==> src/design/sensor_regs_pkg.sv <==
// Package with register map, reset values and timing constants of the sensor register group
package sensor_regs_pkg;
    // ****************************************
    // Register offsets
    // ****************************************
    localparam logic [6:0] config_bits_addr = 7'h0a;
    localparam logic [6:0] ext_config_addr = 7'h0b;
    localparam logic [6:0] test_result_low_addr = 7'h0c;
    localparam logic [6:0] test_result_high_addr = 7'h0d;
    localparam logic [6:0] exposure_low_addr = 7'h0e;
    localparam logic [6:0] exposure_high_addr = 7'h0f;
    localparam logic [6:0] measured_period_low_addr = 7'h10;
    localparam logic [6:0] measured_period_high_addr = 7'h11;
    localparam logic [6:0] displacement_wipe_addr = 7'h12;
    localparam logic [6:0] pixel_dump_trigger_addr = 7'h13;
    localparam logic [6:0] firmware_gate_addr = 7'h14;
    localparam logic [6:0] exposure_max_low_addr = 7'h1d;
    localparam logic [6:0] exposure_max_high_addr = 7'h1e;
    localparam logic [6:0] period_max_low_addr = 7'h19;
    localparam logic [6:0] period_max_high_addr = 7'h1a;
    // ****************************************
    // Field positions and command values
    // ****************************************
    localparam int self_test_bit = 5;
    localparam int fixed_rate_select_bit = 0;
    localparam int gain_control_disable_bit = 1;
    localparam logic [7:0] crc_start_code = 8'ha1;
    localparam logic [7:0] pixel_dump_code = 8'h83;
    localparam logic [15:0] self_test_pass = 16'h1bbf;
    localparam logic [15:0] crc_test_pass = 16'hbeef;
    // ****************************************
    // Reset values
    // ****************************************
    localparam logic [15:0] exposure_reset = 16'h0085;
    localparam logic [7:0] pixel_dump_reset = 8'h00;
    localparam logic [15:0] period_max_reset = 16'h2ee0;
    localparam logic [15:0] exposure_max_reset = 16'h1000;
    localparam logic [15:0] period_auto_reset = 16'h0e7e;
    // ****************************************
    // Timing
    // ****************************************
    localparam int clk_mhz = 10;
    localparam int self_test_ms = 200;
    localparam int self_test_cycles = self_test_ms * 1000 * clk_mhz;
    localparam int crc_test_us = 7000;
    localparam int crc_test_cycles = crc_test_us * clk_mhz;
    localparam int pixel_dump_frames = 2;
    // Serial command bit for writes
    localparam int write_flag_bit = 7;
endpackage

==> src/design/sensor_link_if.sv <==
// Interface carrying the four-wire serial port between controller and sensor
`timescale 1ns/1ps
interface sensor_link_if;
    logic sclk;
    logic ncs;
    logic mosi;
    logic miso;
    logic miso_oe;
    logic hw_reset;
    modport sensor (
        input sclk,
        input ncs,
        input mosi,
        output miso,
        output miso_oe,
        input hw_reset
    );
    modport controller (
        output sclk,
        output ncs,
        output mosi,
        input miso,
        input miso_oe,
        output hw_reset
    );
endinterface

==> src/design/sensor_regs_device.sv <==
// Sensor end: test result, exposure, frame period, motion clear and pixel dump registers
`timescale 1ns/1ps
module sensor_regs_device #(
    parameter int self_test_len = sensor_regs_pkg::self_test_cycles,
    parameter int crc_test_len = sensor_regs_pkg::crc_test_cycles
) (
    // Clock and reset
    input wire logic ref_clk,
    input wire logic reset_n,
    input wire logic clk_en,
    // Serial link
    sensor_link_if.sensor link,
    // Image pipeline side
    input wire logic [7:0] pixel_mean,
    input wire logic [7:0] pixel_peak,
    input wire logic [7:0] mean_low_limit,
    input wire logic [7:0] peak_high_limit,
    input wire logic firmware_crc_ok,
    input wire logic hardware_ok,
    output logic frame_start,
    output logic motion_wipe,
    output logic navigation_halted,
    output logic firmware_lost,
    output logic pixel_capture_active,
    output logic test_busy
);
    typedef enum {st_idle, st_self_test, st_crc_test} test_state_type;

    logic [6:0] addr;
    logic [7:0] wdata;
    logic wr_pulse;
    logic rd_pulse;
    logic [7:0] rdata;
    test_state_type test_state_r;
    logic [31:0] test_cnt_r;
    logic [15:0] result_r;
    logic [15:0] exposure_r;
    logic [15:0] exposure_max_r;
    logic [15:0] period_max_r;
    logic [15:0] period_cnt_r;
    logic [15:0] period_meas_r;
    logic [7:0] exp_max_low_stage_r;
    logic [7:0] period_low_stage_r;
    logic [7:0] ext_config_r;
    logic [7:0] pixel_dump_r;
    logic [7:0] exp_high_latch_r;
    logic [7:0] period_high_latch_r;
    logic halted_r;
    logic fw_lost_r;
    logic [1:0] capture_frames_r;
    logic frame_r;
    logic wipe_r;

    serial_byte_shifter u_shift (
        .ref_clk(ref_clk),
        .reset_n(reset_n & ~link.hw_reset),
        .clk_en(clk_en),
        .sclk(link.sclk),
        .ncs(link.ncs),
        .mosi(link.mosi),
        .miso(link.miso),
        .miso_oe(link.miso_oe),
        .addr(addr),
        .wdata(wdata),
        .wr_pulse(wr_pulse),
        .rd_pulse(rd_pulse),
        .rdata(rdata)
    );

    function automatic logic hit(input logic [6:0] a, input logic [6:0] target);
        hit = (a == target);
    endfunction

    // ****************************************
    // Decode
    // ****************************************
    wire rst = ~reset_n | link.hw_reset;
    wire port_ok = (test_state_r == st_idle);
    wire wr_ok = wr_pulse & port_ok;
    wire start_self = wr_ok & hit(addr, sensor_regs_pkg::config_bits_addr) & wdata[sensor_regs_pkg::self_test_bit];
    wire start_crc = wr_ok & hit(addr, sensor_regs_pkg::firmware_gate_addr) &
        (wdata == sensor_regs_pkg::crc_start_code);
    wire wipe_hit = wr_ok & hit(addr, sensor_regs_pkg::displacement_wipe_addr);
    wire dump_hit = wr_ok & hit(addr, sensor_regs_pkg::pixel_dump_trigger_addr) &
        (wdata == sensor_regs_pkg::pixel_dump_code);
    wire auto_gain = ~ext_config_r[sensor_regs_pkg::gain_control_disable_bit];
    wire fixed_rate = ext_config_r[sensor_regs_pkg::fixed_rate_select_bit];
    wire frame_end = (period_cnt_r + 16'h0001 >= period_max_r);
    wire [15:0] step = {4'h0, exposure_r[15:4]} | {15'h0, exposure_r[15:4] == 12'h000};
    wire too_dark = pixel_mean < mean_low_limit;
    wire too_bright = pixel_peak > peak_high_limit;
    wire [16:0] up_sum = {1'b0, exposure_r} + {1'b0, step};
    wire [15:0] up_val = (up_sum > {1'b0, exposure_max_r}) ? exposure_max_r : up_sum[15:0];
    wire [15:0] down_val = (exposure_r > step) ? exposure_r - step : 16'h0001;
    wire [15:0] exposure_nxt = !auto_gain ? exposure_max_r :
        too_bright ? down_val : too_dark ? up_val :
        (exposure_r > exposure_max_r) ? exposure_max_r : exposure_r;

    // Read mux; upper byte read of exposure or measured period latches its lower byte for a coherent pair
    wire [7:0] rdata_sel =
        hit(addr, sensor_regs_pkg::test_result_high_addr) ? result_r[15:8] :
        hit(addr, sensor_regs_pkg::test_result_low_addr) ? result_r[7:0] :
        hit(addr, sensor_regs_pkg::exposure_high_addr) ? exposure_r[15:8] :
        hit(addr, sensor_regs_pkg::exposure_low_addr) ? exp_high_latch_r :
        hit(addr, sensor_regs_pkg::measured_period_high_addr) ? period_meas_r[15:8] :
        hit(addr, sensor_regs_pkg::measured_period_low_addr) ? period_high_latch_r :
        hit(addr, sensor_regs_pkg::pixel_dump_trigger_addr) ? pixel_dump_r :
        hit(addr, sensor_regs_pkg::ext_config_addr) ? ext_config_r :
        hit(addr, sensor_regs_pkg::period_max_high_addr) ? period_max_r[15:8] :
        hit(addr, sensor_regs_pkg::period_max_low_addr) ? period_max_r[7:0] : 8'h00;
    assign rdata = port_ok ? rdata_sel : 8'h00;

    // ****************************************
    // Test sequencer
    // ****************************************
    always_ff @(posedge ref_clk) begin
        if (rst) begin
            test_state_r <= st_idle;
            test_cnt_r <= 32'h0;
            result_r <= 16'h0000;
        end else if (clk_en) begin
            case (test_state_r)
                st_idle: begin
                    test_cnt_r <= 32'h0;
                    if (start_self) begin
                        test_state_r <= st_self_test;
                    end else if (start_crc) begin
                        test_state_r <= st_crc_test;
                    end
                end
                st_self_test: begin
                    test_cnt_r <= test_cnt_r + 32'h1;
                    if (test_cnt_r + 32'h1 >= 32'(self_test_len)) begin
                        result_r <= hardware_ok ? sensor_regs_pkg::self_test_pass : 16'h0000;
                        test_state_r <= st_idle;
                    end
                end
                st_crc_test: begin
                    test_cnt_r <= test_cnt_r + 32'h1;
                    if (test_cnt_r + 32'h1 >= 32'(crc_test_len)) begin
                        result_r <= firmware_crc_ok ? sensor_regs_pkg::crc_test_pass : 16'h0000;
                        test_state_r <= st_idle;
                    end
                end
                default: test_state_r <= st_idle;
            endcase
        end
    end

    // ****************************************
    // Writable settings; self-test end restores defaults
    // ****************************************
    wire self_done = (test_state_r == st_self_test) && (test_cnt_r + 32'h1 >= 32'(self_test_len));
    always_ff @(posedge ref_clk) begin
        if (rst || (clk_en && self_done)) begin
            ext_config_r <= 8'h00;
            exposure_max_r <= sensor_regs_pkg::exposure_max_reset;
            period_max_r <= sensor_regs_pkg::period_max_reset;
            exp_max_low_stage_r <= sensor_regs_pkg::exposure_max_reset[7:0];
            period_low_stage_r <= sensor_regs_pkg::period_max_reset[7:0];
        end else if (clk_en && wr_ok) begin
            if (hit(addr, sensor_regs_pkg::ext_config_addr)) begin
                ext_config_r <= {6'h00, wdata[1:0]};
            end
            if (hit(addr, sensor_regs_pkg::exposure_max_low_addr)) begin
                exp_max_low_stage_r <= wdata;
            end
            if (hit(addr, sensor_regs_pkg::exposure_max_high_addr)) begin
                exposure_max_r <= {wdata, exp_max_low_stage_r};
            end
            if (hit(addr, sensor_regs_pkg::period_max_low_addr)) begin
                period_low_stage_r <= wdata;
            end
            if (hit(addr, sensor_regs_pkg::period_max_high_addr)) begin
                period_max_r <= {wdata, period_low_stage_r};
            end
        end
    end

    // ****************************************
    // Frame timing and exposure
    // ****************************************
    always_ff @(posedge ref_clk) begin
        if (rst) begin
            period_cnt_r <= 16'h0000;
            period_meas_r <= sensor_regs_pkg::period_auto_reset;
            exposure_r <= sensor_regs_pkg::exposure_reset;
            frame_r <= 1'b0;
        end else if (clk_en) begin
            frame_r <= 1'b0;
            // Frames run on while halted so a pixel capture can finish
            if (frame_end) begin
                period_cnt_r <= 16'h0000;
                period_meas_r <= fixed_rate ? period_max_r : period_cnt_r + 16'h0001;
                exposure_r <= exposure_nxt;
                frame_r <= 1'b1;
            end else begin
                period_cnt_r <= period_cnt_r + 16'h0001;
            end
        end
    end

    // ****************************************
    // Read latches, motion wipe, pixel dump
    // ****************************************
    always_ff @(posedge ref_clk) begin
        if (rst) begin
            exp_high_latch_r <= sensor_regs_pkg::exposure_reset[7:0];
            period_high_latch_r <= 8'h00;
            wipe_r <= 1'b0;
            pixel_dump_r <= sensor_regs_pkg::pixel_dump_reset;
            halted_r <= 1'b0;
            fw_lost_r <= 1'b0;
            capture_frames_r <= 2'h0;
        end else if (clk_en) begin
            wipe_r <= wipe_hit;
            if (rd_pulse && hit(addr, sensor_regs_pkg::exposure_high_addr)) begin
                exp_high_latch_r <= exposure_r[7:0];
            end
            if (rd_pulse && hit(addr, sensor_regs_pkg::measured_period_high_addr)) begin
                period_high_latch_r <= period_meas_r[7:0];
            end
            if (dump_hit) begin
                pixel_dump_r <= wdata;
                halted_r <= 1'b1;
                fw_lost_r <= 1'b1;
                capture_frames_r <= 2'(sensor_regs_pkg::pixel_dump_frames);
            end else if (frame_end && capture_frames_r != 2'h0) begin
                capture_frames_r <= capture_frames_r - 2'h1;
            end
            if (self_done) begin
                fw_lost_r <= 1'b1;
            end
        end
    end

    assign frame_start = frame_r;
    assign motion_wipe = wipe_r;
    assign navigation_halted = halted_r;
    assign firmware_lost = fw_lost_r;
    assign pixel_capture_active = capture_frames_r != 2'h0;
    assign test_busy = ~port_ok;
endmodule

==> src/design/serial_byte_shifter.sv <==
// Byte shifter of the sensor serial port: collects address and data bytes, returns read data
`timescale 1ns/1ps
module serial_byte_shifter (
    // Clock and reset
    input wire logic ref_clk,
    input wire logic reset_n,
    input wire logic clk_en,
    // Serial pins, sampled synchronously
    input wire logic sclk,
    input wire logic ncs,
    input wire logic mosi,
    output logic miso,
    output logic miso_oe,
    // Register side
    output logic [6:0] addr,
    output logic [7:0] wdata,
    output logic wr_pulse,
    output logic rd_pulse,
    input wire logic [7:0] rdata
);
    logic sclk_d_r;
    logic [2:0] bit_cnt_r;
    logic byte_idx_r;
    logic [7:0] shift_r;
    logic [7:0] tx_r;
    logic is_write_r;
    logic miso_r;
    logic wr_r;
    logic rd_r;
    logic [6:0] addr_r;
    logic [7:0] wdata_r;
    wire rise = sclk & ~sclk_d_r;
    wire fall = ~sclk & sclk_d_r;
    wire [7:0] shift_nxt = {shift_r[6:0], mosi};
    wire byte_done = rise & (bit_cnt_r == 3'h7);

    always_ff @(posedge ref_clk) begin
        if (!reset_n) begin
            sclk_d_r <= 1'b1;
            bit_cnt_r <= 3'h0;
            byte_idx_r <= 1'b0;
            shift_r <= 8'h00;
            tx_r <= 8'h00;
            is_write_r <= 1'b0;
            miso_r <= 1'b0;
            wr_r <= 1'b0;
            rd_r <= 1'b0;
            addr_r <= 7'h00;
            wdata_r <= 8'h00;
        end else if (clk_en) begin
            sclk_d_r <= sclk;
            wr_r <= 1'b0;
            rd_r <= 1'b0;
            if (ncs) begin
                bit_cnt_r <= 3'h0;
                byte_idx_r <= 1'b0;
            end else begin
                if (rise) begin
                    shift_r <= shift_nxt;
                    bit_cnt_r <= bit_cnt_r + 3'h1;
                end
                if (byte_done && !byte_idx_r) begin
                    addr_r <= shift_nxt[6:0];
                    is_write_r <= shift_nxt[sensor_regs_pkg::write_flag_bit];
                    rd_r <= ~shift_nxt[sensor_regs_pkg::write_flag_bit];
                    byte_idx_r <= 1'b1;
                end else if (byte_done) begin
                    wdata_r <= shift_nxt;
                    wr_r <= is_write_r;
                    byte_idx_r <= 1'b0;
                end
                if (rd_r) begin
                    tx_r <= rdata;
                end else if (fall && byte_idx_r && !is_write_r) begin
                    miso_r <= tx_r[7];
                    tx_r <= {tx_r[6:0], 1'b0};
                end
            end
        end
    end

    assign addr = addr_r;
    assign wdata = wdata_r;
    assign wr_pulse = wr_r & clk_en;
    assign rd_pulse = rd_r & clk_en;
    assign miso = miso_r;
    assign miso_oe = ~ncs;
endmodule

==> src/flat_wrapper.sv <==
// flat-port wrapper written by rule: the top's interface ports become plain ports
module sensor_regs_device_flat 
#(
    parameter int self_test_len = sensor_regs_pkg::self_test_cycles,
    parameter int crc_test_len = sensor_regs_pkg::crc_test_cycles
)
  (ref_clk, reset_n, clk_en, pixel_mean, pixel_peak, mean_low_limit, peak_high_limit, firmware_crc_ok, hardware_ok, frame_start, motion_wipe, navigation_halted, firmware_lost, pixel_capture_active, test_busy, link_sclk, link_ncs, link_mosi, link_miso, link_miso_oe, link_hw_reset);
  sensor_link_if link_i ();
  input wire logic ref_clk;
  input wire logic reset_n;
  input wire logic clk_en;
  input wire logic [7:0] pixel_mean;
  input wire logic [7:0] pixel_peak;
  input wire logic [7:0] mean_low_limit;
  input wire logic [7:0] peak_high_limit;
  input wire logic firmware_crc_ok;
  input wire logic hardware_ok;
  output logic frame_start;
  output logic motion_wipe;
  output logic navigation_halted;
  output logic firmware_lost;
  output logic pixel_capture_active;
  output logic test_busy;
  input wire logic [$bits(link_i.sclk)-1:0] link_sclk;
  input wire logic [$bits(link_i.ncs)-1:0] link_ncs;
  input wire logic [$bits(link_i.mosi)-1:0] link_mosi;
  output wire logic [$bits(link_i.miso)-1:0] link_miso;
  output wire logic [$bits(link_i.miso_oe)-1:0] link_miso_oe;
  input wire logic [$bits(link_i.hw_reset)-1:0] link_hw_reset;
  assign link_i.sclk = link_sclk;
  assign link_i.ncs = link_ncs;
  assign link_i.mosi = link_mosi;
  assign link_miso = link_i.miso;
  assign link_miso_oe = link_i.miso_oe;
  assign link_i.hw_reset = link_hw_reset;
  sensor_regs_device #(.self_test_len(self_test_len), .crc_test_len(crc_test_len)) u_core (.ref_clk(ref_clk), .reset_n(reset_n), .clk_en(clk_en), .link(link_i), .pixel_mean(pixel_mean), .pixel_peak(pixel_peak), .mean_low_limit(mean_low_limit), .peak_high_limit(peak_high_limit), .firmware_crc_ok(firmware_crc_ok), .hardware_ok(hardware_ok), .frame_start(frame_start), .motion_wipe(motion_wipe), .navigation_halted(navigation_halted), .firmware_lost(firmware_lost), .pixel_capture_active(pixel_capture_active), .test_busy(test_busy));
endmodule
==> config.mk <==
export PLATFORM = sky130hd
export DESIGN_NAME = sensor_regs_device_flat
export DESIGN_NICKNAME = d
export VERILOG_FILES = /design/src/design/sensor_regs_pkg.sv /design/src/design/sensor_link_if.sv /design/src/design/sensor_regs_device.sv /design/src/design/serial_byte_shifter.sv /design/src/flat_wrapper.sv
export SDC_FILE = /design/constraint.sdc
export NUM_CORES = 1
export LEC_CHECK = 0
export ABC_AREA = 0
export BUFFER_PORTS_ARGS = -buffer_cell sky130_fd_sc_hd__buf_2
export CORE_UTILIZATION = 45
export CTS_CLUSTER_DIAMETER = 200
export DETAILED_ROUTE_END_ITERATION = 8
export PLACE_DENSITY = 0.67
export SETUP_SLACK_MARGIN = 0.3
export SLEW_MARGIN = 25
export SYNTH_ARGS = -nofsm -noshare
export SYNTH_HDL_FRONTEND = slang
export SYNTH_SLANG_ARGS = --single-unit
==> constraint.sdc <==
create_clock -name ref_clk -period 13.5 [get_ports ref_clk]
set_clock_uncertainty 0.15 [all_clocks]
set_input_delay 1.35 -clock ref_clk [delete_from_list [all_inputs] [get_ports ref_clk]]
set_output_delay 1.35 -clock ref_clk [all_outputs]
set_load 0.01 [all_outputs]
* Word-level counts from Yosys, hierarchy flattened
Cells that the tools add are included.
** Storage, ports and cells
- Bits of input ports :: 41
- Word-level logic and storage cells :: 187
- Bits in registers :: 247
** Cells by class
- Order comparisons :: 8
- Eq/ne operators :: 24
- Reductions and logical operators :: 47
- Add/subtract/negate cells :: 6
- Muxes and demuxes :: 47
- Bitwise operators :: 25
** Operator list (number)
- 16-bit two-way mux :: 11
- 32-bit two-way mux :: 4
- 8-bit two-way mux :: 13
- 32-bit one-hot mux with 3 select lines :: 1
- 32-bit by 2-bit equality test with 1-bit output (second input constant) :: 2
- 32-bit logical NOT :: 2
- 32-bit one-hot mux with 2 select lines :: 1
- 7-bit by 5-bit equality test with 1-bit output (second input constant) :: 9
- 7-bit by 4-bit equality test with 1-bit output (second input constant) :: 6
- 32-bit by 1-bit adder with 32-bit output (second input constant) :: 1
- 32-bit by 1-bit equality test with 1-bit output (second input constant) :: 1
- 32-bit by 17-bit >= comparator with 1-bit output (second input constant) :: 1
- 32-bit by 21-bit >= comparator with 1-bit output (second input constant) :: 1
- 16-bit > comparator :: 2
- 16-bit one-hot mux with 2 select lines :: 1
- 2-bit AND reduction :: 14
- 16-bit by 16-bit adder with 17-bit output :: 1
- 17-bit by 16-bit > comparator with 1-bit output :: 1
- 16-bit by 1-bit adder with 16-bit output (second input constant) :: 1
- 8-bit equality test (second input constant) :: 2
- 16-bit >= comparator :: 1
- 4-bit AND reduction :: 4
- 16-bit subtractor :: 1
- 1-bit AND :: 14
- 23 further kinds :: 62

* Longest topological paths before layout
Gate-level depths: netlist (run 1).
- Depth in word-level cells :: 13
- Mapped depth :: 23
- Depth with buffers taken out :: 21

* Cells and area by module
Synthesis (run 1) repeated with hierarchy kept, for this count alone.
** Unflattened totals
- Cells, all modules :: 1739
- Area total of the unflattened synthesis :: 13432.9 µm²
** Modules (own cells, without submodules)
- sensor_regs_device :: sequential area each 3303.2 µm², cells each 1548, area an instance 11747.5 µm², instances 1
- serial_byte_shifter :: sequential area each 780.7 µm², cells each 191, area an instance 1685.4 µm², instances 1

* Worst setup path before layout (run 1)
Ideal clock, no wire load.
- Path kind :: register -> register
- Start :: reg u_core.exposure_r[13]
- End :: reg u_core.exposure_r[1]
- Clock period less this slack :: 5.030 ns
- Arrival time :: 4.747 ns
- Slack :: 8.470 ns
- Path buffers :: 1
- Cell stages (with the launch flop) :: 23
- Cells stage by stage :: dfxtp_1 clkbuf_1 nor4_1 a31o_2 ha_1 fa_1 nand2b_1 a21oi_1 o21ai_1 a211o_1 nand2_1 a41o_1 xnor2_1 inv_1 ha_1 a21o_1 a21oi_1 nand3_1 o21a_1 nor3_2 mux2_2 a2111oi_0 nor4_1
** On the way
- Cells in the longest elaborated chain, start to end :: 8
- Elaborated cells on any way between the ends :: 14
- Those cells by class :: add/sub (2); order compare (3); mux (5); bitwise (1); reduce/logical (3)
** Ends and longest elaborated chain
- from (decl) :: line sensor_regs_device.sv:37 : logic [15:0] exposure_r;
- from (signal assigned) :: line sensor_regs_device.sv:187 : exposure_r <= sensor_regs_pkg::exposure_reset;
- from (signal assigned) :: line sensor_regs_device.sv:195 : exposure_r <= exposure_nxt;
- 12-bit logical NOT :: line sensor_regs_device.sv:89 : wire [15:0] step = {4'h0, exposure_r[15:4]} | {15'h0, exposure_r[15:4] == 12'h000};
- 12-bit by 1-bit bitwise OR with 12-bit output :: line sensor_regs_device.sv:89
- 16-bit by 16-bit adder with 17-bit output :: line sensor_regs_device.sv:92 : wire [16:0] up_sum = {1'b0, exposure_r} + {1'b0, step};
- 17-bit by 16-bit > comparator with 1-bit output :: line sensor_regs_device.sv:93 : wire [15:0] up_val = (up_sum > {1'b0, exposure_max_r}) ? exposure_max_r : up_sum[15:0];
- 16-bit two-way mux :: line sensor_regs_device.sv:93
- 16-bit two-way mux (2 in a row) :: line sensor_regs_device.sv:96 : too_bright ? down_val : too_dark ? up_val :
- 16-bit two-way mux :: line sensor_regs_device.sv:95 : wire [15:0] exposure_nxt = !auto_gain ? exposure_max_r :
Several ways; a longest one is shown, not always the timed one.
A chain may end at the register's enable or synchronous reset.

* Worst setup path in the final report (run 1)
- Start :: reg u_core.exposure_r[12]
- End :: reg u_core.exposure_r[1]
The elaborated chain is that of the path after synthesis.

==> run_summary.xml, run 1 <==
<?xml version="1.0" encoding="UTF-8"?>
<metrics>
  <group name="clock_network">
    <metric name="cts.path.max_buffers" unit="">3</metric>
    <metric name="cts_tree" unit="">yes</metric>
    <metric name="cts_hold_buffers" unit="">0</metric>
    <metric name="cts_repair_resize_count" unit="">0</metric>
    <metric name="numClockSinks" unit="">204</metric>
    <metric name="cts_max_level" unit="">1</metric>
    <metric name="clock_root_buffer" unit="">clkbuf_16</metric>
    <metric name="worst_setup_hold_path_clk_slew" unit="ns">0.07</metric>
    <metric name="insertion_delay" unit="ns">0.53</metric>
    <metric name="cts_made_buffers" unit="">24</metric>
    <metric name="post_cts.repair.setup_buffers" unit="">0</metric>
  </group>
  <group name="logic_synthesis">
    <metric name="synth.most_common_cell" unit="">nand2_1</metric>
    <metric name="synth-edff-count" unit="">0</metric>
    <metric name="synth_top_area_cell" unit="">dfxtp_1</metric>
    <metric name="mappedNetlistArea" unit="mm^2">0.0130</metric>
    <metric name="ys_dominant_reg_cell" unit="">dfxtp_1</metric>
    <metric name="asyncSetResetFlopFracSynth" unit="%">0</metric>
    <metric name="synth.ff_latch_count" unit="">204</metric>
    <metric name="synth.top_cell.area_share" unit="%">31.4</metric>
    <metric name="synth.yosys.seq_area_share" unit="%">31.4</metric>
    <metric name="top_cells_by_area_in_the_synthesized_netlist" unit="">dfxtp_1 31%, ha_1 9.4%, nand2_1 7.5%, a21oi_1 6.4%, nor2_1 4.6%</metric>
    <metric name="post_synth_inst_count" unit="">1699</metric>
    <metric name="syn_avg_cell_area" unit="um^2">7.65</metric>
    <metric name="netlist_top_cells_count" unit="">258 x nand2_1, 204 x dfxtp_1, 166 x a21oi_1</metric>
    <metric name="synthDistinctLibCells" unit="">78</metric>
    <metric name="synth.net_count" unit="">1840</metric>
    <metric name="ys_warn_count" unit="">0</metric>
  </group>
  <group name="placed_design">
    <metric name="io_buffer_count" unit="">48</metric>
    <metric name="dp_cells" unit="">2037</metric>
    <metric name="hpwlAfterDp" unit="mm">27.3</metric>
    <metric name="place_congestion" unit="">0.940</metric>
  </group>
  <group name="critical_path">
    <metric name="slowest_delay" unit="ns">0.84</metric>
    <metric name="crit-reg2reg-launch" unit="">u_core.exposure_r[12]$_SDFFE_PN0P_</metric>
    <metric name="crit_path_end_kind" unit="">flop</metric>
    <metric name="crit_path_cell_trace" unit="">nor4_1 &gt; a31o_2 &gt; ha_1 &gt; nand2b_1 &gt; a21oi_1 &gt; o311ai_0 &gt; a21o_1 &gt; a31oi_1 &gt; o311ai_0 &gt; xnor2_1 &gt; ha_1 &gt; nand3_1 &gt; nor4_1 &gt; a21oi_1 &gt; o21a_1 &gt; nor3_2 &gt; mux2_2 &gt; a2111oi_0 &gt; nor4_1</metric>
    <metric name="timing.critical_path.required" unit="ns">13.71</metric>
    <metric name="worst_r2r_path_depth" unit="">19</metric>
    <metric name="setup.worst_path.class" unit="">reg -&gt; reg</metric>
    <metric name="timing.reg2reg.setup_slack" unit="ns">7.25</metric>
    <metric name="critPathLaunchType" unit="">flop</metric>
    <metric name="worst-endpoint-arrival" unit="ns">6.47</metric>
    <metric name="crit_top_cell" unit="">nor4_1</metric>
    <metric name="crit_path_max_fanout" unit="">15</metric>
    <metric name="rr_endpoint" unit="">u_core.exposure_r[1]$_SDFFE_PN0P_</metric>
    <metric name="crit_path_top_delay_cell" unit="">o311ai_0</metric>
    <metric name="cp.buffers_inverters" unit="">0</metric>
    <metric name="cp_top_family" unit="">compound AO/OA/AOI/OAI gates</metric>
  </group>
  <group name="status">
    <metric name="run_status" unit="">finished clean</metric>
  </group>
  <group name="power_and_ir_drop">
    <metric name="swShare" unit="%">23.0</metric>
    <metric name="power_switching" unit="uW">304</metric>
    <metric name="power.share.combinational" unit="%">4.4</metric>
    <metric name="powerDensity" unit="mW/mm^2">93.1</metric>
    <metric name="p_clk_share" unit="%">50.1</metric>
    <metric name="worst_ir_drop_vdd" unit="V">0.0000923</metric>
    <metric name="power.sequential.fraction" unit="%">45.5</metric>
    <metric name="totalPowerFinal" unit="mW">1.33</metric>
    <metric name="static-leakage-power" unit="nW">5.38</metric>
    <metric name="cellInternalPower" unit="mW">1.02</metric>
  </group>
  <group name="route">
    <metric name="dr_total_vias" unit="">12200</metric>
    <metric name="dr.pass1.iters" unit="">6</metric>
    <metric name="routed_wire_length_per_instance" unit="um">18.3</metric>
    <metric name="antenna_violating_nets_post_route" unit="">0</metric>
    <metric name="postRouteWirelength" unit="mm">38.0</metric>
    <metric name="routed_via_density" unit="">5.89</metric>
    <metric name="drtIter0Drc" unit="">1132</metric>
    <metric name="post_detailed_route_drc_marker_count" unit="">0</metric>
  </group>
  <group name="cells_and_area">
    <metric name="synthToLayoutAreaGrowth" unit="%">9.59</metric>
    <metric name="fill_cells" unit="">2806</metric>
    <metric name="final_net_count" unit="">1826</metric>
    <metric name="layout_cells_sized_above_1" unit="%">8.52</metric>
    <metric name="finalNonFillerCells" unit="">2079</metric>
    <metric name="number_of_antenna_diodes" unit="">0</metric>
  </group>
  <group name="floorplan">
    <metric name="ioPinCount" unit="">49</metric>
    <metric name="die_area" unit="mm^2">0.0296</metric>
    <metric name="initial_core_util" unit="%">46.3</metric>
    <metric name="core_region" unit="mm^2">0.0281</metric>
    <metric name="die_y" unit="um">172</metric>
    <metric name="row_count" unit="">61</metric>
    <metric name="chip_width" unit="um">172</metric>
  </group>
  <group name="job">
    <metric name="cap_violations" unit="">0</metric>
  </group>
  <group name="timing">
    <metric name="setup-violations-final" unit="">0</metric>
    <metric name="drv_slew" unit="">0</metric>
    <metric name="timing_worst_slew_pin_value" unit="ns">1.01</metric>
    <metric name="rsz0062_at_grt" unit="">false</metric>
    <metric name="finalCritPeriodShare" unit="%">46.3</metric>
    <metric name="final_hold_viol_count" unit="">0</metric>
    <metric name="layout_min_cycle_time" unit="ns">6.25</metric>
    <metric name="headroom_to_the_max_slew_limit" unit="%">32.0</metric>
    <metric name="fmax" unit="MHz">160</metric>
    <metric name="setup_total_negative_slack" unit="ns">0</metric>
  </group>
  <group name="hold_path">
    <metric name="min_path_cells" unit="">2</metric>
    <metric name="worst_hold_path.endpoint" unit="">u_core.period_meas_r[13]$_SDFFE_PN0P_</metric>
    <metric name="hold_class" unit="">reg -&gt; reg</metric>
    <metric name="worst_hold_startpoint" unit="">u_core.period_meas_r[13]$_SDFFE_PN0P_</metric>
  </group>
  <group name="grt">
    <metric name="vias_in_the_first_global_route" unit="">11200</metric>
    <metric name="grt_max_degree" unit="">73</metric>
    <metric name="gr-total-overflow" unit="">0</metric>
    <metric name="initial_antenna_violation_count" unit="">0</metric>
    <metric name="grtUsageTotal" unit="%">25.9</metric>
    <metric name="grt_first_pass_wirelength" unit="mm">60.7</metric>
  </group>
</metrics>
## worst min-delay path: stages (launching register included)
cell and delay, ns:
dfxtp_1 0.31, nand2_1 0.05, a21oi_1 0.05
## worst max-delay path by stage
stage / startpoint / endpoint / slack (ns) / cells past startpoint
after floorplan: u_core.exposure_r[13]$_SDFFE_PN0P_ / u_core.exposure_r[1]$_SDFFE_PN0P_ / 8.47 / 22
after global placement: u_core.exposure_r[12]$_SDFFE_PN0P_ / u_core.exposure_r[1]$_SDFFE_PN0P_ / 7.59 / 21
after detailed placement: u_core.exposure_r[12]$_SDFFE_PN0P_ / u_core.exposure_r[1]$_SDFFE_PN0P_ / 7.43 / 21
after CTS: u_core.exposure_r[12]$_SDFFE_PN0P_ / u_core.exposure_r[1]$_SDFFE_PN0P_ / 7.40 / 21
after global routing: u_core.exposure_r[12]$_SDFFE_PN0P_ / u_core.exposure_r[1]$_SDFFE_PN0P_ / 6.84 / 19
final: u_core.exposure_r[12]$_SDFFE_PN0P_ / u_core.exposure_r[1]$_SDFFE_PN0P_ / 7.25 / 19
## cells in the final DEF, fill, tap and decap left out, types with 6 or more instances in the layout
cell type,n
a31o_2,7
nor4_1,14
mux2i_1,57
a311oi_1,6
dfxtp_1,203
xnor2_1,39
nand3b_1,21
or3_1,10
nor2_1,157
inv_1,85
mux2_2,8
nand3_1,53
nor2b_1,15
a22oi_1,21
a21oi_1,166
a211o_1,9
o211ai_1,20
a221oi_1,11
and2_1,9
a31oi_1,8
buf_2,48
nand4_1,26
and3_1,16
o31ai_1,8
a211oi_1,13
clkbuf_16,24
o21ai_0,55
buf_4,16
nand2_1,258
nor3_1,63
nand2b_1,18
ha_1,98
a21o_1,17
o21a_1,9
xor2_1,12
## per-layer routing
layer,routed length (um),GRT usage [%],vias to the layer above,share of wire (%)
li1,-,-,5972,-
met5,0,0,-,0
met2,16600,40.4,402,44
met4,834,6.54,0,2.2
met1,18000,37.5,5800,47
met3,2510,3.23,63,6.6
## cells by family after synthesis
family	count (synthesis)	synth area share, %
XOR/XNOR	51	3.44
multiplexers	65	5.09
adder cells (fa/ha/maj)	100	9.75
flip-flops	204	31.4
buffers and inverters	191	5.95
AND/OR/NAND/NOR	698	25.5
AO/OA/AOI/OAI	390	18.9
## sequential cells by signal (all words and copies together) (netlist names), 3 cells and up
name	count
u_core.u_shift.bit_cnt_r	3
u_core.u_shift.shift_r	7
u_core.period_meas_r	16
u_core.u_shift.addr	7
u_core.period_low_stage_r	8
u_core.u_shift.tx_r	8
u_core.result_r	3
u_core.exposure_max_r	16
u_core.period_high_latch_r	8
u_core.exposure_r	16
u_core.test_cnt_r	32
u_core.u_shift.wdata	8
u_core.pixel_dump_r	8
u_core.exp_max_low_stage_r	8
u_core.period_max_r	16
u_core.exp_high_latch_r	8
u_core.period_cnt_r	16
## area by class of cell
class	instances	area, um^2	share of cell area (%)
clock buffers	31	657	4.61
clock inverters	11	148	1.04
inverters	87	327	2.29
flip-flops and latches	204	4090	28.7
multi-input cells	1304	8190	57.5
repair buffers	64	360	2.53
well taps	378	473	3.32
## stage by stage
| stage | hold slack (ns) | cell area (um^2) | setup slack [ns] | util, % |
|---|---|---|---|---|
| final | 0.306 | 14200 | 7.25 | 50.7 |
| after global placement | 0.288 | 13400 | 7.59 | 47.8 |
| after detailed placement | 0.294 | 13400 | 7.43 | 47.8 |
| after global routing | 0.323 | 14200 | 6.84 | 50.7 |
| after floorplan | 0.278 | 13000 | 8.47 | - |
| after CTS | 0.305 | 14200 | 7.40 | 50.7 |
## power groups by stage
stage / clock (mW) / sequential, mW / combinational, mW
2_1_floorplan: 0 / 0.616 / 0.0376
3_3_place_gp: 0 / 0.616 / 0.0576
3_5_place_dp: 0 / 0.616 / 0.0582
4_1_cts: 0.672 / 0.603 / 0.0587
5_1_grt: 0.699 / 0.602 / 0.0650
6_report: 0.665 / 0.603 / 0.0587
(Power assumes the default switching activity.)
==> run 2, diff against run 1 <==
--- a/config.mk
+++ b/config.mk
@@ -5,12 +5,12 @@
 export SDC_FILE = /design/constraint.sdc
 export NUM_CORES = 1
 export LEC_CHECK = 0
-export ABC_AREA = 0
+export ABC_AREA = 1
 export BUFFER_PORTS_ARGS = -buffer_cell sky130_fd_sc_hd__buf_2
 export CORE_UTILIZATION = 45
 export CTS_CLUSTER_DIAMETER = 200
 export DETAILED_ROUTE_END_ITERATION = 8
-export PLACE_DENSITY = 0.67
+export PLACE_DENSITY = 0.69
 export SETUP_SLACK_MARGIN = 0.3
 export SLEW_MARGIN = 25
 export SYNTH_ARGS = -nofsm -noshare
==> constraint.sdc (replaced) <==
create_clock -name ref_clk -period 5.05 [get_ports ref_clk]
set_clock_uncertainty 0.15 [all_clocks]
set_input_delay 0.505 -clock ref_clk [delete_from_list [all_inputs] [get_ports ref_clk]]
set_output_delay 0.505 -clock ref_clk [all_outputs]
set_load 0.01 [all_outputs]
==> run 2 against run 1 <==
Synthesized cell count rose by 18%. Critical path depth rose by 9. Fmax rose by 40%. Combinational power rose to 3.0 times the previous value. First-iteration DRC count fell by 7.1%. Flip-flop and latch count did not move. Hold slack got worse by 0.21 ns. Largest cell class unchanged. Critical path type unchanged. Core utilization barely moved. Via count rose by 8.6%.
==> run_summary.xml, run 2 <==
<?xml version="1.0" encoding="UTF-8"?>
<metrics>
  <group name="status">
    <metric name="run_status" unit="">finished clean</metric>
  </group>
  <group name="route">
    <metric name="routed_wire_length_per_instance" unit="um">15.7</metric>
    <metric name="dr_total_vias" unit="">13300</metric>
    <metric name="post_detailed_route_drc_marker_count" unit="">0</metric>
    <metric name="dr.max_layer_used" unit="">met4</metric>
    <metric name="antenna_violating_nets_post_route" unit="">0</metric>
    <metric name="routed_via_density" unit="">5.46</metric>
    <metric name="postRouteWirelength" unit="mm">38.3</metric>
    <metric name="wirelength_met1" unit="mm">16.8</metric>
    <metric name="dr_wl_met2" unit="mm">17.8</metric>
    <metric name="dr.pass1.iters" unit="">7</metric>
    <metric name="dr_wl_met3" unit="mm">2.36</metric>
    <metric name="drtIter0Drc" unit="">1052</metric>
  </group>
  <group name="power_and_ir_drop">
    <metric name="swShare" unit="%">23.0</metric>
    <metric name="p_clk_share" unit="%">49.5</metric>
    <metric name="power.share.combinational" unit="%">5.0</metric>
    <metric name="power.sequential.fraction" unit="%">45.5</metric>
    <metric name="powerDensity" unit="mW/mm^2">243</metric>
    <metric name="power_switching" unit="uW">814</metric>
    <metric name="totalPowerFinal" unit="mW">3.54</metric>
    <metric name="worst_ir_drop_vdd" unit="V">0.000227</metric>
    <metric name="static-leakage-power" unit="nW">6.52</metric>
    <metric name="cellInternalPower" unit="mW">2.73</metric>
  </group>
  <group name="floorplan">
    <metric name="die_area" unit="mm^2">0.0301</metric>
    <metric name="row_count" unit="">62</metric>
    <metric name="core_region" unit="mm^2">0.0288</metric>
    <metric name="chip_width" unit="um">173</metric>
    <metric name="ioPinCount" unit="">49</metric>
    <metric name="initial_core_util" unit="%">46.0</metric>
    <metric name="die_y" unit="um">173</metric>
  </group>
  <group name="logic_synthesis">
    <metric name="synth.most_common_cell" unit="">nand2_1</metric>
    <metric name="top_cells_by_area_in_the_synthesized_netlist" unit="">dfxtp_1 31%, nand2_1 14%, ha_1 9.3%, a21oi_1 8.2%, inv_1 7.1%</metric>
    <metric name="syn_avg_cell_area" unit="um^2">6.58</metric>
    <metric name="synth-edff-count" unit="">0</metric>
    <metric name="synth.ff_latch_count" unit="">204</metric>
    <metric name="synth.net_count" unit="">2152</metric>
    <metric name="ys_warn_count" unit="">0</metric>
    <metric name="ys_dominant_reg_cell" unit="">dfxtp_1</metric>
    <metric name="mappedNetlistArea" unit="mm^2">0.0132</metric>
    <metric name="post_synth_inst_count" unit="">2011</metric>
    <metric name="netlist_top_cells_count" unit="">509 x nand2_1, 251 x inv_1, 218 x a21oi_1</metric>
    <metric name="asyncSetResetFlopFracSynth" unit="%">0</metric>
    <metric name="synth.yosys.seq_area_share" unit="%">30.9</metric>
    <metric name="synth_top_area_cell" unit="">dfxtp_1</metric>
    <metric name="synthDistinctLibCells" unit="">48</metric>
    <metric name="synth.top_cell.area_share" unit="%">30.9</metric>
  </group>
  <group name="critical_path">
    <metric name="crit_top_cell" unit="">nand2_1</metric>
    <metric name="crit_path_max_fanout" unit="">18</metric>
    <metric name="slowest_delay" unit="ns">0.43</metric>
    <metric name="worst_r2r_path_depth" unit="">28</metric>
    <metric name="crit_path_top_delay_cell" unit="">dfxtp_1</metric>
    <metric name="timing.reg2reg.setup_slack" unit="ns">0.59</metric>
    <metric name="crit_path_end_kind" unit="">flop</metric>
    <metric name="critPathLaunchType" unit="">flop</metric>
    <metric name="timing.critical_path.required" unit="ns">5.35</metric>
    <metric name="cp.buffers_inverters" unit="">1</metric>
    <metric name="setup.worst_path.class" unit="">reg -&gt; reg</metric>
    <metric name="rr_endpoint" unit="">u_core.exposure_r[5]$_SDFFE_PN0P_</metric>
    <metric name="worst-endpoint-arrival" unit="ns">4.75</metric>
    <metric name="cp_top_family" unit="">simple AND/OR/NAND/NOR gates</metric>
    <metric name="crit-reg2reg-launch" unit="">u_core.exposure_r[5]$_SDFFE_PN0P_</metric>
    <metric name="critical_path_depth" unit="">28</metric>
  </group>
  <group name="timing">
    <metric name="setup_total_negative_slack" unit="ns">0</metric>
    <metric name="layout_min_cycle_time" unit="ns">4.46</metric>
    <metric name="fmax" unit="MHz">224</metric>
    <metric name="finalCritPeriodShare" unit="%">88.3</metric>
    <metric name="headroom_to_the_max_slew_limit" unit="%">34.1</metric>
    <metric name="final_critical_path_setup_slack" unit="ns">0.593</metric>
    <metric name="drv_slew" unit="">0</metric>
    <metric name="setup-violations-final" unit="">0</metric>
    <metric name="timing_worst_slew_pin_value" unit="ns">0.987</metric>
    <metric name="rsz0062_at_grt" unit="">false</metric>
    <metric name="final_hold_viol_count" unit="">0</metric>
  </group>
  <group name="clock_network">
    <metric name="post_cts.repair.setup_buffers" unit="">0</metric>
    <metric name="cts_tree" unit="">yes</metric>
    <metric name="cts_max_level" unit="">1</metric>
    <metric name="cts_repair_resize_count" unit="">0</metric>
    <metric name="cts.path.max_buffers" unit="">3</metric>
    <metric name="insertion_delay" unit="ns">0.52</metric>
    <metric name="cts_made_buffers" unit="">24</metric>
    <metric name="worst_setup_hold_path_clk_slew" unit="ns">0.07</metric>
    <metric name="cts_hold_buffers" unit="">0</metric>
    <metric name="clock_root_buffer" unit="">clkbuf_16</metric>
    <metric name="numClockSinks" unit="">204</metric>
  </group>
  <group name="cells_and_area">
    <metric name="top_register" unit="">u_core.test_cnt_r</metric>
    <metric name="finalNonFillerCells" unit="">2433</metric>
    <metric name="flip_flop_count_of_the_largest_register_all_copies_and_words_added" unit="">32</metric>
    <metric name="layout.cells.most_common_list" unit="">509 x nand2_1, 251 x inv_1, 218 x a21oi_1</metric>
    <metric name="final_net_count" unit="">2174</metric>
    <metric name="layout_cells_sized_above_1" unit="%">7.86</metric>
    <metric name="synthToLayoutAreaGrowth" unit="%">10.3</metric>
    <metric name="final_common_cell" unit="">nand2_1</metric>
  </group>
  <group name="grt">
    <metric name="vias_in_the_first_global_route" unit="">12400</metric>
    <metric name="grt_first_pass_wirelength" unit="mm">61.9</metric>
    <metric name="grt_max_degree" unit="">62</metric>
    <metric name="initial_antenna_violation_count" unit="">1</metric>
    <metric name="gr-total-overflow" unit="">0</metric>
    <metric name="grtUsageTotal" unit="%">24.9</metric>
  </group>
  <group name="placed_design">
    <metric name="preCtsSetupSlack" unit="ns">0.610</metric>
    <metric name="io_buffer_count" unit="">48</metric>
    <metric name="place_congestion" unit="">0.983</metric>
    <metric name="dp_cells" unit="">2391</metric>
    <metric name="hpwlAfterDp" unit="mm">28.4</metric>
  </group>
  <group name="job">
    <metric name="cap_violations" unit="">0</metric>
  </group>
  <group name="hold_path">
    <metric name="worst_hold_startpoint" unit="">link_sclk</metric>
    <metric name="min_path_cells" unit="">3</metric>
    <metric name="hold_class" unit="">in -&gt; reg</metric>
    <metric name="worst_hold_path.endpoint" unit="">u_core.u_shift.sclk_d_r$_SDFFE_PN1P_</metric>
  </group>
</metrics>
-- run 2: area by class of cell --
cell class / count / area [um^2]
clock inverters: 6 / 83.8
repair buffers: 66 / 375
inverters: 267 / 1000
well taps: 384 / 480
fillers: 2950 / 14200
clock buffers: 35 / 703
flip-flops and latches: 204 / 4090
diodes: 1 / 2.50
multi-input cells: 1470 / 7860
-- run 2: worst max-delay path by stage --
stage	start	endpoint	slack, ns
after CTS	u_core.exposure_r[12]$_SDFFE_PN0P_	u_core.exposure_r[9]$_SDFFE_PN0P_	0.59
after global placement	u_core.exposure_r[12]$_SDFFE_PN0P_	u_core.exposure_r[11]$_SDFFE_PN0P_	0.71
after detailed placement	u_core.exposure_r[12]$_SDFFE_PN0P_	u_core.exposure_r[9]$_SDFFE_PN0P_	0.61
after global routing	u_core.exposure_r[12]$_SDFFE_PN0P_	u_core.exposure_r[14]$_SDFFE_PN0P_	0.30
after floorplan	u_core.exposure_r[13]$_SDFFE_PN0P_	u_core.exposure_r[0]$_SDFFE_PN1P_	0.91
final	u_core.exposure_r[5]$_SDFFE_PN0P_	u_core.exposure_r[5]$_SDFFE_PN0P_	0.59
-- run 2: routing by layer --
metal	up-vias	GRT usage, %
met5	-	0
met4	0	10.1
met3	96	3.57
met2	408	41.7
met1	6142	32.0
li1	6649	-
-- run 2: metrics by stage --
step	utilization (%)	cell area, um^2	hold WS, ns
5_1_grt	50.7	14600	0.120
4_1_cts	50.7	14600	0.0793
2_1_floorplan	-	13200	0.275
6_report	50.7	14600	0.0958
3_5_place_dp	48.0	13800	0.292
3_3_place_gp	47.9	13800	0.286
-- run 2: power groups by stage --
stage / clock network [mW] / registers, mW / logic, mW
2_1_floorplan: 0 / 1.65 / 0.117
3_3_place_gp: 0 / 1.65 / 0.169
3_5_place_dp: 0 / 1.65 / 0.174
4_1_cts: 1.78 / 1.61 / 0.175
5_1_grt: 1.84 / 1.61 / 0.194
6_report: 1.75 / 1.61 / 0.176
-- run 2: worst register-to-register path, delay by kind of cell (launching register included) --
family	cells	cell delay (ns)
AOI/OAI and AO/OA	4	0.83
xor gates and xnor gates	1	0.22
adders and majority gates	3	0.70
buffers and inverters	1	0.06
DFF	1	0.43
and+or+nand+nor	19	2.00
-- run 2: cell families (layout without fill, tap and decap cells) --
group,after synthesis,count (layout),synth area share (%)
other,0,1,0
and+or+nand+nor,921,921,29.8
muxes,1,1,0.0757
adders and majority gates,100,100,9.57
DFF,204,204,30.9
xor gates and xnor gates,35,35,2.32
buffers and inverters,337,374,9.83
AOI/OAI and AO/OA,413,413,17.6
